<file path="src/fid_params.svh">
// Constants of the Flash instruction decoder: codes, addresses, timing.
// Assumes a 40 MHz core clock; included by the package and the decoder.
`ifndef FID_PARAMS_SVH
`define FID_PARAMS_SVH

`define FID_ADDR_W        16
`define FID_DATA_W        16
`define FID_MATCH_W       12
`define FID_PRIM_N        8
`define FID_SEC_N         4

`define FID_UNLOCK1_ADDR  12'haaa
`define FID_UNLOCK2_ADDR  12'h554
`define FID_UNLOCK1_DATA  8'haa
`define FID_UNLOCK2_DATA  8'h55
`define FID_CMD_ID        8'h90
`define FID_CMD_PROG      8'ha0
`define FID_CMD_ERASE     8'h80
`define FID_CMD_BYPASS    8'h20
`define FID_CMD_SECTOR    8'h30
`define FID_CMD_BULK      8'h10
`define FID_CMD_SUSPEND   8'hb0
`define FID_CMD_RESUME    8'h30
`define FID_CMD_RESET     8'hf0
`define FID_CMD_BYP_EXIT  8'h00

`define FID_RD_ID_ADDR    8'h02
`define FID_RD_PROT_ADDR  8'h04
`define FID_PROT_YES      16'h0001
`define FID_PROT_NO       16'h0000

`define FID_CLK_NS        25
`define FID_ERASE_WIN_NS  80000
`define FID_ERASE_WIN_CYC (`FID_ERASE_WIN_NS / `FID_CLK_NS)
`define FID_TIMEOUT_CYC   4000

`endif

</file>
<file path="src/fid_pkg.sv">
// Types of the Flash instruction decoder.
// Assumes fid_params.svh for field widths.
`include "fid_params.svh"
package fid_pkg;

    typedef enum logic [3:0] {
        ST_READ  = 4'h0,
        ST_U1    = 4'h1,
        ST_U2    = 4'h3,
        ST_ID    = 4'h2,
        ST_PROG  = 4'h6,
        ST_EU0   = 4'h7,
        ST_EU1   = 4'h5,
        ST_ECMD  = 4'h4,
        ST_EADD  = 4'hc,
        ST_BYP   = 4'hd,
        ST_BPROG = 4'hf,
        ST_BRST  = 4'he,
        ST_ERR   = 4'ha
    } fid_state_t;

    typedef struct packed {
        logic                     wr_n;
        logic                     rd_n;
        logic [`FID_ADDR_W-1:0]   addr;
        logic [`FID_DATA_W-1:0]   data;
        logic [`FID_PRIM_N-1:0]   primary_sector_select;
        logic [`FID_SEC_N-1:0]    secondary_sector_select;
    } fid_pins_t;

    typedef struct packed {
        logic                     prog_start;
        logic                     erase_sector;
        logic                     erase_bulk;
        logic                     suspend;
        logic                     resume;
        logic                     to_secondary;
        logic [`FID_PRIM_N-1:0]   primary_sector_select;
        logic [`FID_SEC_N-1:0]    secondary_sector_select;
        logic [`FID_ADDR_W-1:0]   program_target_address;
        logic [`FID_DATA_W-1:0]   program_word_value;
    } fid_cmd_t;

endpackage : fid_pkg

</file>
<file path="src/fid_timer.sv">
// Restartable cycle timer: one-cycle expiry pulse after LIMIT cycles.
// Assumes restart and run come from logic on core_clk.
module fid_timer #(
    parameter int W     = 16,
    parameter int LIMIT = 4000
) (
    // Clock and reset
    input  wire logic core_clk,
    input  wire logic rst_n,
    // Control
    input  wire logic restart,
    input  wire logic run,
    // Status
    output logic      expired
);
    localparam logic [W-1:0] LAST = W'(LIMIT - 1);

    logic [W-1:0] cnt_reg;
    logic [W-1:0] cnt_next;
    logic         exp_reg;
    logic         exp_next;

    always_comb begin
        cnt_next = cnt_reg;
        exp_next = 1'b0;
        if (restart || !run) begin
            cnt_next = '0;
        end else if (cnt_reg == LAST) begin
            exp_next = 1'b1;
            cnt_next = '0;
        end else begin
            cnt_next = cnt_reg + W'(1);
        end
    end

    always_ff @(posedge core_clk) begin
        if (!rst_n) begin
            cnt_reg <= '0;
            exp_reg <= 1'b0;
        end else begin
            cnt_reg <= cnt_next;
            exp_reg <= exp_next;
        end
    end

    assign expired = exp_reg;

endmodule : fid_timer

</file>
<file path="src/fid_decoder.sv">
// Flash instruction decoder: turns bus write sequences into array commands.
// Assumes the array answers array_rd_data for the synchronised address.
`include "fid_params.svh"

// Behaviour
// RULE1: Written bytes decode instructions, never stored directly.
// RULE2: Execute only after full count, gaps within timeout.
// RULE3: Invalid byte or timeout returns to read array; in bypass mode the code returns to bypass instead.
// RULE4: Read-array mode reads return array contents.
// RULE5: Unlock needs AAh at AAAh, then 55h at 554h.
// RULE6: Address bits 15..12 ignored; sector select required.
// RULE7: Sector selects route instruction to primary or secondary.
// RULE8: Third write at AAAh: 90h, A0h, 80h, 20h.
// RULE9: ID read at 02h, primary array only.
// RULE10: Protection read at 04h gives 01h or 00h.
// RULE11: Program data word; erase 30h sector, 10h bulk.
// RULE12: B0h suspends erase; 30h resumes suspended erase.
// RULE13: F0h at any address returns to read array; in bypass mode the code stays in bypass instead.
// RULE14: Bypass: A0h then data programs; 90h,00h exits.
// RULE15: Only address bits 11..0 are matched.
// RULE16: Extra erase sectors accepted within 80 us.
// RULE17: ID, protection or error held until reset command.
// RULE18: Inter-byte timeout is a restartable cycle count.
module fid_decoder
    import fid_pkg::*;
#(
    parameter int          TIMEOUT_CYC   = `FID_TIMEOUT_CYC,
    parameter int          ERASE_WIN_CYC = `FID_ERASE_WIN_CYC,
    parameter logic [15:0] ID_VALUE      = 16'h005a  // Arbitrary value
) (
    // Clock and reset
    input  wire logic                   core_clk,
    input  wire logic                   rst_n,
    // Bus pins
    input  wire fid_pins_t              bus_pins,
    // Array side
    input  wire logic [`FID_DATA_W-1:0] array_rd_data,
    input  wire logic [11:0]            sector_protect,
    input  wire logic                   erase_busy,
    input  wire logic                   err_flag,
    // Results
    output fid_cmd_t                    cmd,
    output logic [`FID_DATA_W-1:0]      rd_data,
    output logic                        rd_valid,
    output logic                        read_array_mode,
    output logic                        bypass_mode
);
    fid_pins_t                sync1_reg;
    fid_pins_t                sync2_reg;
    logic                     wr_prev_reg;
    logic                     rd_prev_reg;
    fid_state_t               st_reg;
    fid_state_t               st_next;
    logic                     susp_reg;
    logic                     susp_next;
    fid_cmd_t                 cmd_reg;
    fid_cmd_t                 cmd_next;
    logic [`FID_DATA_W-1:0]   rd_data_reg;
    logic [`FID_DATA_W-1:0]   rd_data_next;
    logic                     rd_valid_reg;
    logic                     mode_reg;
    logic                     byp_reg;
    logic                     sel_prim;
    logic                     sel_sec;
    logic                     wr_go;
    logic                     rd_go;
    logic [`FID_MATCH_W-1:0]  lo_addr;
    logic [7:0]               dbyte;
    logic                     tmo_exp;
    logic                     win_exp;
    logic                     win_restart;

    function automatic logic pending(input fid_state_t s);
        return s inside {ST_U1, ST_U2, ST_PROG, ST_EU0, ST_EU1, ST_ECMD,
                         ST_BPROG, ST_BRST};
    endfunction : pending

    function automatic logic hit(input logic [`FID_MATCH_W-1:0] a,
                                 input logic [7:0] d,
                                 input logic [`FID_MATCH_W-1:0] ea,
                                 input logic [7:0] ed);
        return (a == ea) && (d == ed);
    endfunction : hit

    // Pin synchroniser, strobe history reads stage two only
    always_ff @(posedge core_clk) begin
        if (!rst_n) begin
            sync1_reg   <= '1;
            sync2_reg   <= '1;
            wr_prev_reg <= 1'b1;
            rd_prev_reg <= 1'b1;
        end else begin
            sync1_reg   <= bus_pins;
            sync2_reg   <= sync1_reg;
            wr_prev_reg <= sync2_reg.wr_n;
            rd_prev_reg <= sync2_reg.rd_n;
        end
    end

    // Flash addressed only with a sector select active
    assign sel_prim = |sync2_reg.primary_sector_select;           // [RULE7]
    assign sel_sec  = |sync2_reg.secondary_sector_select;         // [RULE7]
    assign wr_go    = wr_prev_reg && !sync2_reg.wr_n
                      && (sel_prim || sel_sec);                   // [RULE6]
    assign rd_go    = rd_prev_reg && !sync2_reg.rd_n
                      && (sel_prim || sel_sec);
    assign lo_addr  = sync2_reg.addr[`FID_MATCH_W-1:0];      // [RULE15] [RULE6]
    assign dbyte    = sync2_reg.data[7:0];

    // Inter-byte timeout restarts on every accepted write
    fid_timer #(
        .W     (16),
        .LIMIT (TIMEOUT_CYC)
    ) u_gap_timer (
        .core_clk (core_clk),
        .rst_n    (rst_n),
        .restart  (wr_go),                                        // [RULE18]
        .run      (pending(st_reg)),
        .expired  (tmo_exp)
    );

    // Window for further sector erase writes
    assign win_restart = wr_go && dbyte == `FID_CMD_SECTOR;
    fid_timer #(
        .W     (16),
        .LIMIT (ERASE_WIN_CYC)
    ) u_erase_window (
        .core_clk (core_clk),
        .rst_n    (rst_n),
        .restart  (win_restart),                                  // [RULE16]
        .run      (st_reg == ST_EADD),
        .expired  (win_exp)
    );

    // Instruction sequencer
    always_comb begin
        st_next   = st_reg;
        susp_next = susp_reg;
        cmd_next  = cmd_reg;
        cmd_next.prog_start   = 1'b0;
        cmd_next.erase_sector = 1'b0;
        cmd_next.erase_bulk   = 1'b0;
        cmd_next.suspend      = 1'b0;
        cmd_next.resume       = 1'b0;
        if (wr_go) begin
            cmd_next.to_secondary = !sel_prim;                    // [RULE7]
            cmd_next.primary_sector_select =
                sync2_reg.primary_sector_select;
            cmd_next.secondary_sector_select =
                sync2_reg.secondary_sector_select;
        end
        if (err_flag && st_reg != ST_ERR) begin
            st_next = ST_ERR;                                     // [RULE17]
        end else if (tmo_exp && pending(st_reg)) begin
            st_next = byp_reg ? ST_BYP : ST_READ;         // [RULE2] [RULE3]
        end else if (win_exp && st_reg == ST_EADD) begin
            st_next = ST_READ;                                    // [RULE16]
        end else if (wr_go) begin                                 // [RULE1]
            unique case (st_reg)
                ST_READ: begin
                    if (hit(lo_addr, dbyte, `FID_UNLOCK1_ADDR,
                            `FID_UNLOCK1_DATA)) begin
                        st_next = ST_U1;                          // [RULE5]
                    end else if (dbyte == `FID_CMD_SUSPEND
                                 && erase_busy && !susp_reg) begin
                        cmd_next.suspend = 1'b1;                  // [RULE12]
                        susp_next        = 1'b1;
                    end else if (dbyte == `FID_CMD_RESUME
                                 && susp_reg) begin
                        cmd_next.resume = 1'b1;                   // [RULE12]
                        susp_next       = 1'b0;
                    end
                end
                ST_U1: begin
                    st_next = hit(lo_addr, dbyte, `FID_UNLOCK2_ADDR,
                                  `FID_UNLOCK2_DATA) ? ST_U2 : ST_READ;
                end
                ST_U2: begin
                    st_next = ST_READ;                            // [RULE3]
                    if (lo_addr == `FID_UNLOCK1_ADDR) begin
                        unique case (dbyte)                       // [RULE8]
                            `FID_CMD_ID:     st_next = ST_ID;
                            `FID_CMD_PROG:   st_next = ST_PROG;
                            `FID_CMD_ERASE:  st_next = ST_EU0;
                            `FID_CMD_BYPASS: st_next = ST_BYP;
                            default:         st_next = ST_READ;
                        endcase
                    end
                end
                ST_ID, ST_ERR: begin
                    if (dbyte == `FID_CMD_RESET) begin
                        st_next = ST_READ;                   // [RULE13] [RULE17]
                    end
                end
                ST_PROG, ST_BPROG: begin
                    cmd_next.prog_start = 1'b1;                   // [RULE11]
                    cmd_next.program_target_address = sync2_reg.addr;
                    cmd_next.program_word_value     = sync2_reg.data;
                    st_next = (st_reg == ST_BPROG) ? ST_BYP : ST_READ;
                end
                ST_EU0: begin
                    st_next = hit(lo_addr, dbyte, `FID_UNLOCK1_ADDR,
                                  `FID_UNLOCK1_DATA) ? ST_EU1 : ST_READ;
                end
                ST_EU1: begin
                    st_next = hit(lo_addr, dbyte, `FID_UNLOCK2_ADDR,
                                  `FID_UNLOCK2_DATA) ? ST_ECMD : ST_READ;
                end
                ST_ECMD, ST_EADD: begin
                    st_next = ST_READ;
                    if (dbyte == `FID_CMD_SECTOR) begin
                        cmd_next.erase_sector = 1'b1;        // [RULE11] [RULE16]
                        cmd_next.program_target_address = sync2_reg.addr;
                        st_next = ST_EADD;
                    end else if (st_reg == ST_ECMD
                                 && hit(lo_addr, dbyte, `FID_UNLOCK1_ADDR,
                                        `FID_CMD_BULK)) begin
                        cmd_next.erase_bulk = 1'b1;               // [RULE11]
                    end
                end
                ST_BYP: begin
                    if (dbyte == `FID_CMD_PROG) begin
                        st_next = ST_BPROG;                       // [RULE14]
                    end else if (dbyte == `FID_CMD_ID) begin
                        st_next = ST_BRST;                        // [RULE14]
                    end
                end
                ST_BRST: begin
                    st_next = (dbyte == `FID_CMD_BYP_EXIT) ? ST_READ
                                                           : ST_BYP;
                end
                default: st_next = ST_READ;
            endcase
        end
        if (!erase_busy) begin
            susp_next = 1'b0;
        end
    end

    // Read answers
    always_comb begin
        rd_data_next = rd_data_reg;
        if (rd_go) begin
            rd_data_next = array_rd_data;                         // [RULE4]
            if (st_reg == ST_ID) begin
                if (sync2_reg.addr[7:0] == `FID_RD_ID_ADDR
                    && sel_prim) begin
                    rd_data_next = ID_VALUE;                      // [RULE9]
                end else if (sync2_reg.addr[7:0] == `FID_RD_PROT_ADDR) begin
                    rd_data_next = (|({sync2_reg.secondary_sector_select,
                                       sync2_reg.primary_sector_select}
                                      & sector_protect))
                                   ? `FID_PROT_YES : `FID_PROT_NO; // [RULE10]
                end
            end
        end
    end

    always_ff @(posedge core_clk) begin
        if (!rst_n) begin
            st_reg       <= ST_READ;
            susp_reg     <= 1'b0;
            cmd_reg      <= '0;
            rd_data_reg  <= '0;
            rd_valid_reg <= 1'b0;
            mode_reg     <= 1'b1;
            byp_reg      <= 1'b0;
        end else begin
            st_reg       <= st_next;
            susp_reg     <= susp_next;
            cmd_reg      <= cmd_next;
            rd_data_reg  <= rd_data_next;
            rd_valid_reg <= rd_go;
            mode_reg     <= (st_next == ST_READ);
            byp_reg      <= st_next inside {ST_BYP, ST_BPROG, ST_BRST};
        end
    end

    assign cmd             = cmd_reg;
    assign rd_data         = rd_data_reg;
    assign rd_valid        = rd_valid_reg;
    assign read_array_mode = mode_reg;
    assign bypass_mode     = byp_reg;
endmodule : fid_decoder

</file>
<file path="config.mk">
export PLATFORM = sky130hd
export DESIGN_NAME = fid_decoder
export DESIGN_NICKNAME = d
export VERILOG_FILES = /design/src/fid_pkg.sv /design/src/fid_timer.sv /design/src/fid_decoder.sv
export VERILOG_INCLUDE_DIRS = /design/src
export SDC_FILE = /design/constraint.sdc
export NUM_CORES = 1
export LEC_CHECK = 0
export BUFFER_PORTS_ARGS = -buffer_cell sky130_fd_sc_hd__buf_2
export CAP_MARGIN = 20
export CORE_MARGIN = 3
export CORE_UTILIZATION = 54
export DETAILED_ROUTE_END_ITERATION = 10
export MAX_ROUTING_LAYER = met4
export PLACE_DENSITY = 0.9
export SYNTH_ARGS = -nofsm -noshare
export SYNTH_HDL_FRONTEND = slang
export SYNTH_SLANG_ARGS = --single-unit
</file>
<file path="constraint.sdc">
create_clock -name core_clk -period 2.8 [get_ports core_clk]
set_input_delay 0.14 -clock core_clk [delete_from_list [all_inputs] [get_ports core_clk]]
set_output_delay 0.14 -clock core_clk [all_outputs]
set_load 0.01 [all_outputs]
</file>
# --- Yosys cells after proc, flatten, opt, wreduce, memory -nomap -nowiden ---
# Cells that the tools add are included.
word_totals:
  regBits: 202
  in_bits: 78
  output_inout_bits: 69
classes:
  addsub: 2
  eq_ne: 33
  mux: 33
  n_bitwise: 9
  n_reduce_logical: 51
ops:
  columns: ["op", "count"]
  rows:
  - ["$mux 16", 4]
  - ["$mux 4", 13]
  - ["$eq 8x8->1 const B", 6]
  - ["$pmux 4 s10", 1]
  - ["$add 16x1->16 const B", 2]
  - ["$eq 16x12->1 const B", 2]
  - ["$eq 4x4->1 const B", 8]
  - ["$pmux 16 s2", 1]
  - ["$eq 4x3->1 const B", 4]
  - ["$eq 8x6->1 const B", 2]
  - ["$logic_and 1x1->1", 16]
  - ["$pmux 4 s4", 1]
  - ["$reduce_or 8->1", 2]
  - ["$reduce_or 7->1", 2]
  - ["$and 12x12->12", 1]
  - ["$eq 12x11->1 const B", 1]
  - ["$eq 12x12->1 const B", 1]
  - ["$reduce_or 12->1", 1]
  - ["$mux 1", 10]
  - ["$reduce_or 2->1", 5]
  - ["$eq 4x2->1 const B", 2]
  - ["$eq 8x2->1 const B", 1]
  - ["$eq 8x3->1 const B", 1]
  - ["$eq 8x5->1 const B", 1]
  - ["22 further kinds", 40]

# --- Depth between registers and ports, before layout ---
logic_depth:
  ltp_word: 10
  depth_mapped: 9
  depth_no_buf: 6

# --- By module ---
# A second synthesis with hierarchy kept.
hier_totals:
  cells_unflattened: 779
  hier_area_um2: 7507.2
modules_own_cells:
  columns: ["mod", "n_inst", "cells_each", "area_each_um2", "seq_area_each_um2"]
  rows:
  - ["fid_decoder", 1, 612, 5964.5, 3363.2]
  - ["fid_timer (u_erase_window)", 1, 82, 774.5, 340.3]
  - ["fid_timer (u_gap_timer)", 1, 85, 768.2, 340.3]

# --- Worst setup path after synthesis ---
# Ideal clock, no wire load.
synth_path:
  kind: "register -> register"
  startpoint: "reg sync2_reg, in the netlist dbyte[0]"
  endpoint: "reg byp_reg, in the netlist bypass_mode"
  setup_ps: 130
  t_arrival_ps: 1911
  required_time_ps: 2670
  path_slack_ps: 759
  stages_incl_launch_ff: 7
  period_less_slack_ps: 2041
  cell_sequence: "dfxtp_1 or4_4 o41a_1 a2111oi_4 a31oi_1 nor3_2 a2111oi_0"
synth_via:
  elab_chain_len: 10
  elab_cells_between_ends: 31
  classes_between: "eq/ne: 11; mux: 16; reduce/logical: 4"
synth_lines:
  columns: ["item", "line_no", "text"]
  rows:
  - ["from (decl)", "fid_decoder.sv:49", "fid_pins_t sync2_reg;"]
  - ["from (signal assigned)", "fid_decoder.sv:94", "sync2_reg <= sync1_reg;"]
  - ["$eq 8x6->1, or another cell as far along", "fid_decoder.sv:181", "unique case (dbyte)"]
  - ["$pmux 4 s4, or another cell as far along", "fid_decoder.sv:181", null]
  - ["$mux 4, or another cell as far along", "fid_decoder.sv:180", "if (lo_addr == `FID_UNLOCK1_ADDR) begin"]
  - ["$pmux 4 s10 (*)", "fid_decoder.sv:159", "unique case (st_reg)"]
  - ["$mux 4 (*)", "fid_decoder.sv:158", "end else if (wr_go) begin"]
  - ["$mux 4 (*)", "fid_decoder.sv:156", "end else if (win_exp && st_reg == ST_EADD) begin"]
  - ["$mux 4 (*)", "fid_decoder.sv:154", "end else if (tmo_exp && pending(st_reg)) begin"]
  - ["$mux 4 (*)", "fid_decoder.sv:152", "if (err_flag && st_reg != ST_ERR) begin"]
  - ["$eq 4x4->1", "fid_decoder.sv:275", "byp_reg <= st_next inside {ST_BYP, ST_BPROG, ST_BRST};"]
  - ["$reduce_bool 3->1 (*)", "fid_decoder.sv:275", null]
  - ["to (signal assigned)", "fid_decoder.sv:275", null]
  - ["to (decl)", "fid_decoder.sv:62", "logic byp_reg;"]
# Every way passes the cells marked *; elsewhere a longest branch is shown, timed or not.
# A chain may end at the register's enable or synchronous reset.

# --- Final worst setup path ---
layout_path:
  startpoint: "reg sync2_reg[8] in the netlist's numbering"
  endpoint: "reg byp_reg, in the netlist bypass_mode"
layout_via:
  elab_chain_len: 9
  elab_cells_between_ends: 11
  classes_between: "eq/ne: 3; mux: 4; reduce/logical: 4"
layout_lines:
  columns: ["item", "line_no", "text"]
  rows:
  - ["$reduce_or 8->1 (*)", "fid_decoder.sv:101", "assign sel_prim = |sync2_reg.primary_sector_select;"]
  - ["$logic_or 1x1->1 (*)", "fid_decoder.sv:104", "&& (sel_prim || sel_sec);"]
  - ["$logic_and 1x1->1 (*)", "fid_decoder.sv:104", null]
  - ["$mux 4 (*)", "fid_decoder.sv:158", null]
  - ["$mux 4 (*)", "fid_decoder.sv:156", null]
  - ["$mux 4 (*)", "fid_decoder.sv:154", null]
  - ["$mux 4 (*)", "fid_decoder.sv:152", null]
  - ["$eq 4x4->1", "fid_decoder.sv:275", null]
  - ["$reduce_bool 3->1 (*)", "fid_decoder.sv:275", null]
# Marked as above.

==> results.md <==
* Clock Root Buffer: clkbuf_16
* Main flop type after synthesis: dfxtp_1
* Worst Max-Slew Pin Slew at between 0.6 and 0.7 ns
* Syn_nets at 872
* Clock Skew at 0.0281 ns
* Final #Nets at 1083
* Required @ worst endpoint at around 3.2 ns
* Post-CTS Setup Bufs at 0
* Clk slew on worst S/H paths at ~0.06 ns
* Final setup viols at 0
* Mapped Area at approximately 0.0074 mm²
* Count of pins over their slew limit at 0
* Power per cell area at 617 mW/mm²
* Status: complete, no violations
* Slew HR at a little under three fifths
* Die span in x at 123 µm
* Crit path from: sync2_reg[8]
* Hold Path Class: in -> reg
* GRT met2 Usage at between 40 and 50%
* Max reg flops at 50
* Crit path launch type: flip-flop
* Final Hold Viols at 0
* Hold_sp: array_rd_data[0]
* Final routed DRC violation total at 0
* WL/cell at 16.6 µm
* Clock Tree Buf Depth at 3
* Final Wtd Congestion at 0.977
* WHS at between 0.1 and 0.15 ns
* Most used routing layer: met2
* Post-synth EDFFs at 0
* Arrival time worst endpoint at between 2 and 3 ns
* CTS tree: done
* Met1 usage at a little under a third
* Skew-Pair Late Insertion Delay at 0.51 ns
* CP endpoint kind: flip-flop
* Asr flop ratio synth at 0%
* Syn_area_per_cell at 9.33 µm²
* Largest fanout on the critical path at 7
* Starting DRT DRC Count at 546
* Site Rows at 42
* Fmax at a little over 0.4 GHz
* Max-cap viol count at 0
* Buffers on Ports at about 150
* IO Pins at between 100 and 150
* Die area at 0.0151 mm²
* Share of cells above drive strength 1 at approximately a fifth
* DIE HEIGHT at approximately 120 µm
* GRT Residual Overflow at 0
* Met3 GRT Util at ~4.4%
* Syn. warnings at 0
* Post-layout minimum cycle time at about 2.5 ns
* Post-DR vias/cell at about 5.4
* Fin Setup TNS at 0 ns
* Initial antenna violation count at 0
* Worst VDD drop at 0.516 mV
* RSZ-0062 raised after global routing: false
* Total global-route track usage at between 20% and 30%
* Share of the yosys chip area belonging to registers at around 55%
* RR Startpoint: sync2_reg[8]
* Initial Util at between 50% and 60%
* Post-route ant nets at 0
* Register bit total from synthesis at about 200
* Area grow syn2layout at 30.5%
* Vias in the first global route at ~6400
* H-Tree Depth at 1
* Post-DP HPWL at about 12000 µm
* Via count at about 6500
* Clk sinks at about 200
* Num CTS Buffers at 20
* ANT cells at 0
* First-pass GRT wire length at a little over 30000 µm
* Core Region at 0.0133 mm²
* Routed wire length at slightly below 20000 µm
* Drt pass-1 iters at 5
* Tcrit/Tclk final at between 80% and 90%
* Setup CP Type: reg -> reg
* Synth cell types at 64
* Leakage at ~3.8 nW
* Largest net degree at the start of global routing at 70
* Cell count after synthesis at between 700 and 800
==> per-stage QoR <==
step	instances	area, µm²	power [W]	worst slack [ns]	utilization [%]
finish	1193	9640	0.00595	0.346	72.5
global route	1193	9640	0.00615	0.133	72.5
CTS	1193	9640	0.00596	0.348	72.5
detailed placement	1086	8290	0.00335	0.402	62.3
global placement	1086	8290	0.00335	0.457	62.3
floorplan	792	7390	0.00323	0.759	-
==> cell usage after synthesis (3+ instances only) <==
library cell | instances | area share, %
nor2b_1 | 6 | 0.51
nand3_1 | 32 | 2.2
inv_1 | 10 | 0.51
nand2b_1 | 98 | 8.3
a22oi_1 | 13 | 1.3
a21oi_1 | 57 | 3.9
nor3_1 | 11 | 0.75
xnor2_1 | 11 | 1.3
buf_2 | 10 | 0.68
nor4_2 | 4 | 0.68
and3_1 | 9 | 0.76
xor2_1 | 15 | 1.8
nand4_1 | 13 | 1.1
nor2_1 | 65 | 3.3
nor4bb_1 | 5 | 0.68
and4_1 | 7 | 0.83
nand2_1 | 100 | 5.1
clkbuf_1 | 32 | 1.6
dfxtp_1 | 202 | 55
o21ai_0 | 12 | 0.81
nor4_1 | 9 | 0.76
or3_1 | 6 | 0.51
and4b_1 | 9 | 1.2
and2_1 | 3 | 0.25
==> kinds of logic after synthesis <==
logic type      Yosys count  synth area share [%]
compound gates          117                  10.2
simple gates            390                  28.5
buf+inv                  53                  2.86
mux                       2                 0.271
flops                   202                  54.7
xor+xnor                 26                  3.08
fa+ha+maj                 2                 0.339
==> final timing paths <==
| path | endpoint | slack [ns] | cells past startpoint |
|---|---|---|---|
| setup / recovery | bypass_mode | 0.35 | 7 |
| hold / removal | rd_data[0] | 0.13 | 4 |
| setup reg to reg | bypass_mode | 0.35 | 7 |
| hold reg to reg | sync2_reg[1] | 0.41 | 1 |
==> report_power, final <==
group	switching, W	internal (W)	leakage, nW
logic	0.000171	0.000197	1.88
clock network	0.00111	0.00146	0.312
registers	0.0000601	0.00296	1.65
total	0.00134	0.00461	3.85
==> worst max-delay path, cell delays in order, from the launching register on <==
cell       delay (ns)
dfxtp_1          0.34
nor4_2           0.47
a311oi_2         0.30
buf_4            0.25
o21a_1           0.12
a32oi_1          0.27
a21oi_1          0.09
a2111oi_0        0.46
==> final cells by class <==
type / count / area (µm²)
clock buffer: 25 / 529
fill: 883 / 3650
sequential: 202 / 4040
timing repair buffer: 231 / 1550
multi-input combinational: 537 / 3150
inverter: 11 / 41.3
tap: 176 / 220
clock inverter: 11 / 110
==> placed cells by master, fill, tap and decap left out, types with 10 or more instances in the layout <==
master / synthesis / routed
a21oi_1: 57 / 56
a22oi_1: 13 / 13
buf_2: 10 / 145
buf_4: 0 / 15
clkbuf_16: 0 / 20
dfxtp_1: 202 / 202
dlygate4sd3_1: 0 / 71
nand2_1: 100 / 100
nand2b_1: 98 / 98
nand3_1: 32 / 32
nand4_1: 13 / 13
nor2_1: 65 / 65
nor3_1: 11 / 10
o21ai_0: 12 / 12
xnor2_1: 11 / 11
xor2_1: 15 / 15
==> timing repair <==
action                     CTS  global route
gates resized for setup      0             1
setup endpoints to repair    0             3
hold endpoints to repair    69             0
hold buffers                71             0
==> per-layer routing <==
layer / up-vias / share of wire, %
met4: 0 / 3.7
li1: 3134 / -
met2: 286 / 50
met3: 57 / 6.7
met5: - / 0
met1: 2992 / 39
Note: power is estimated with default switching activity, not from simulation.
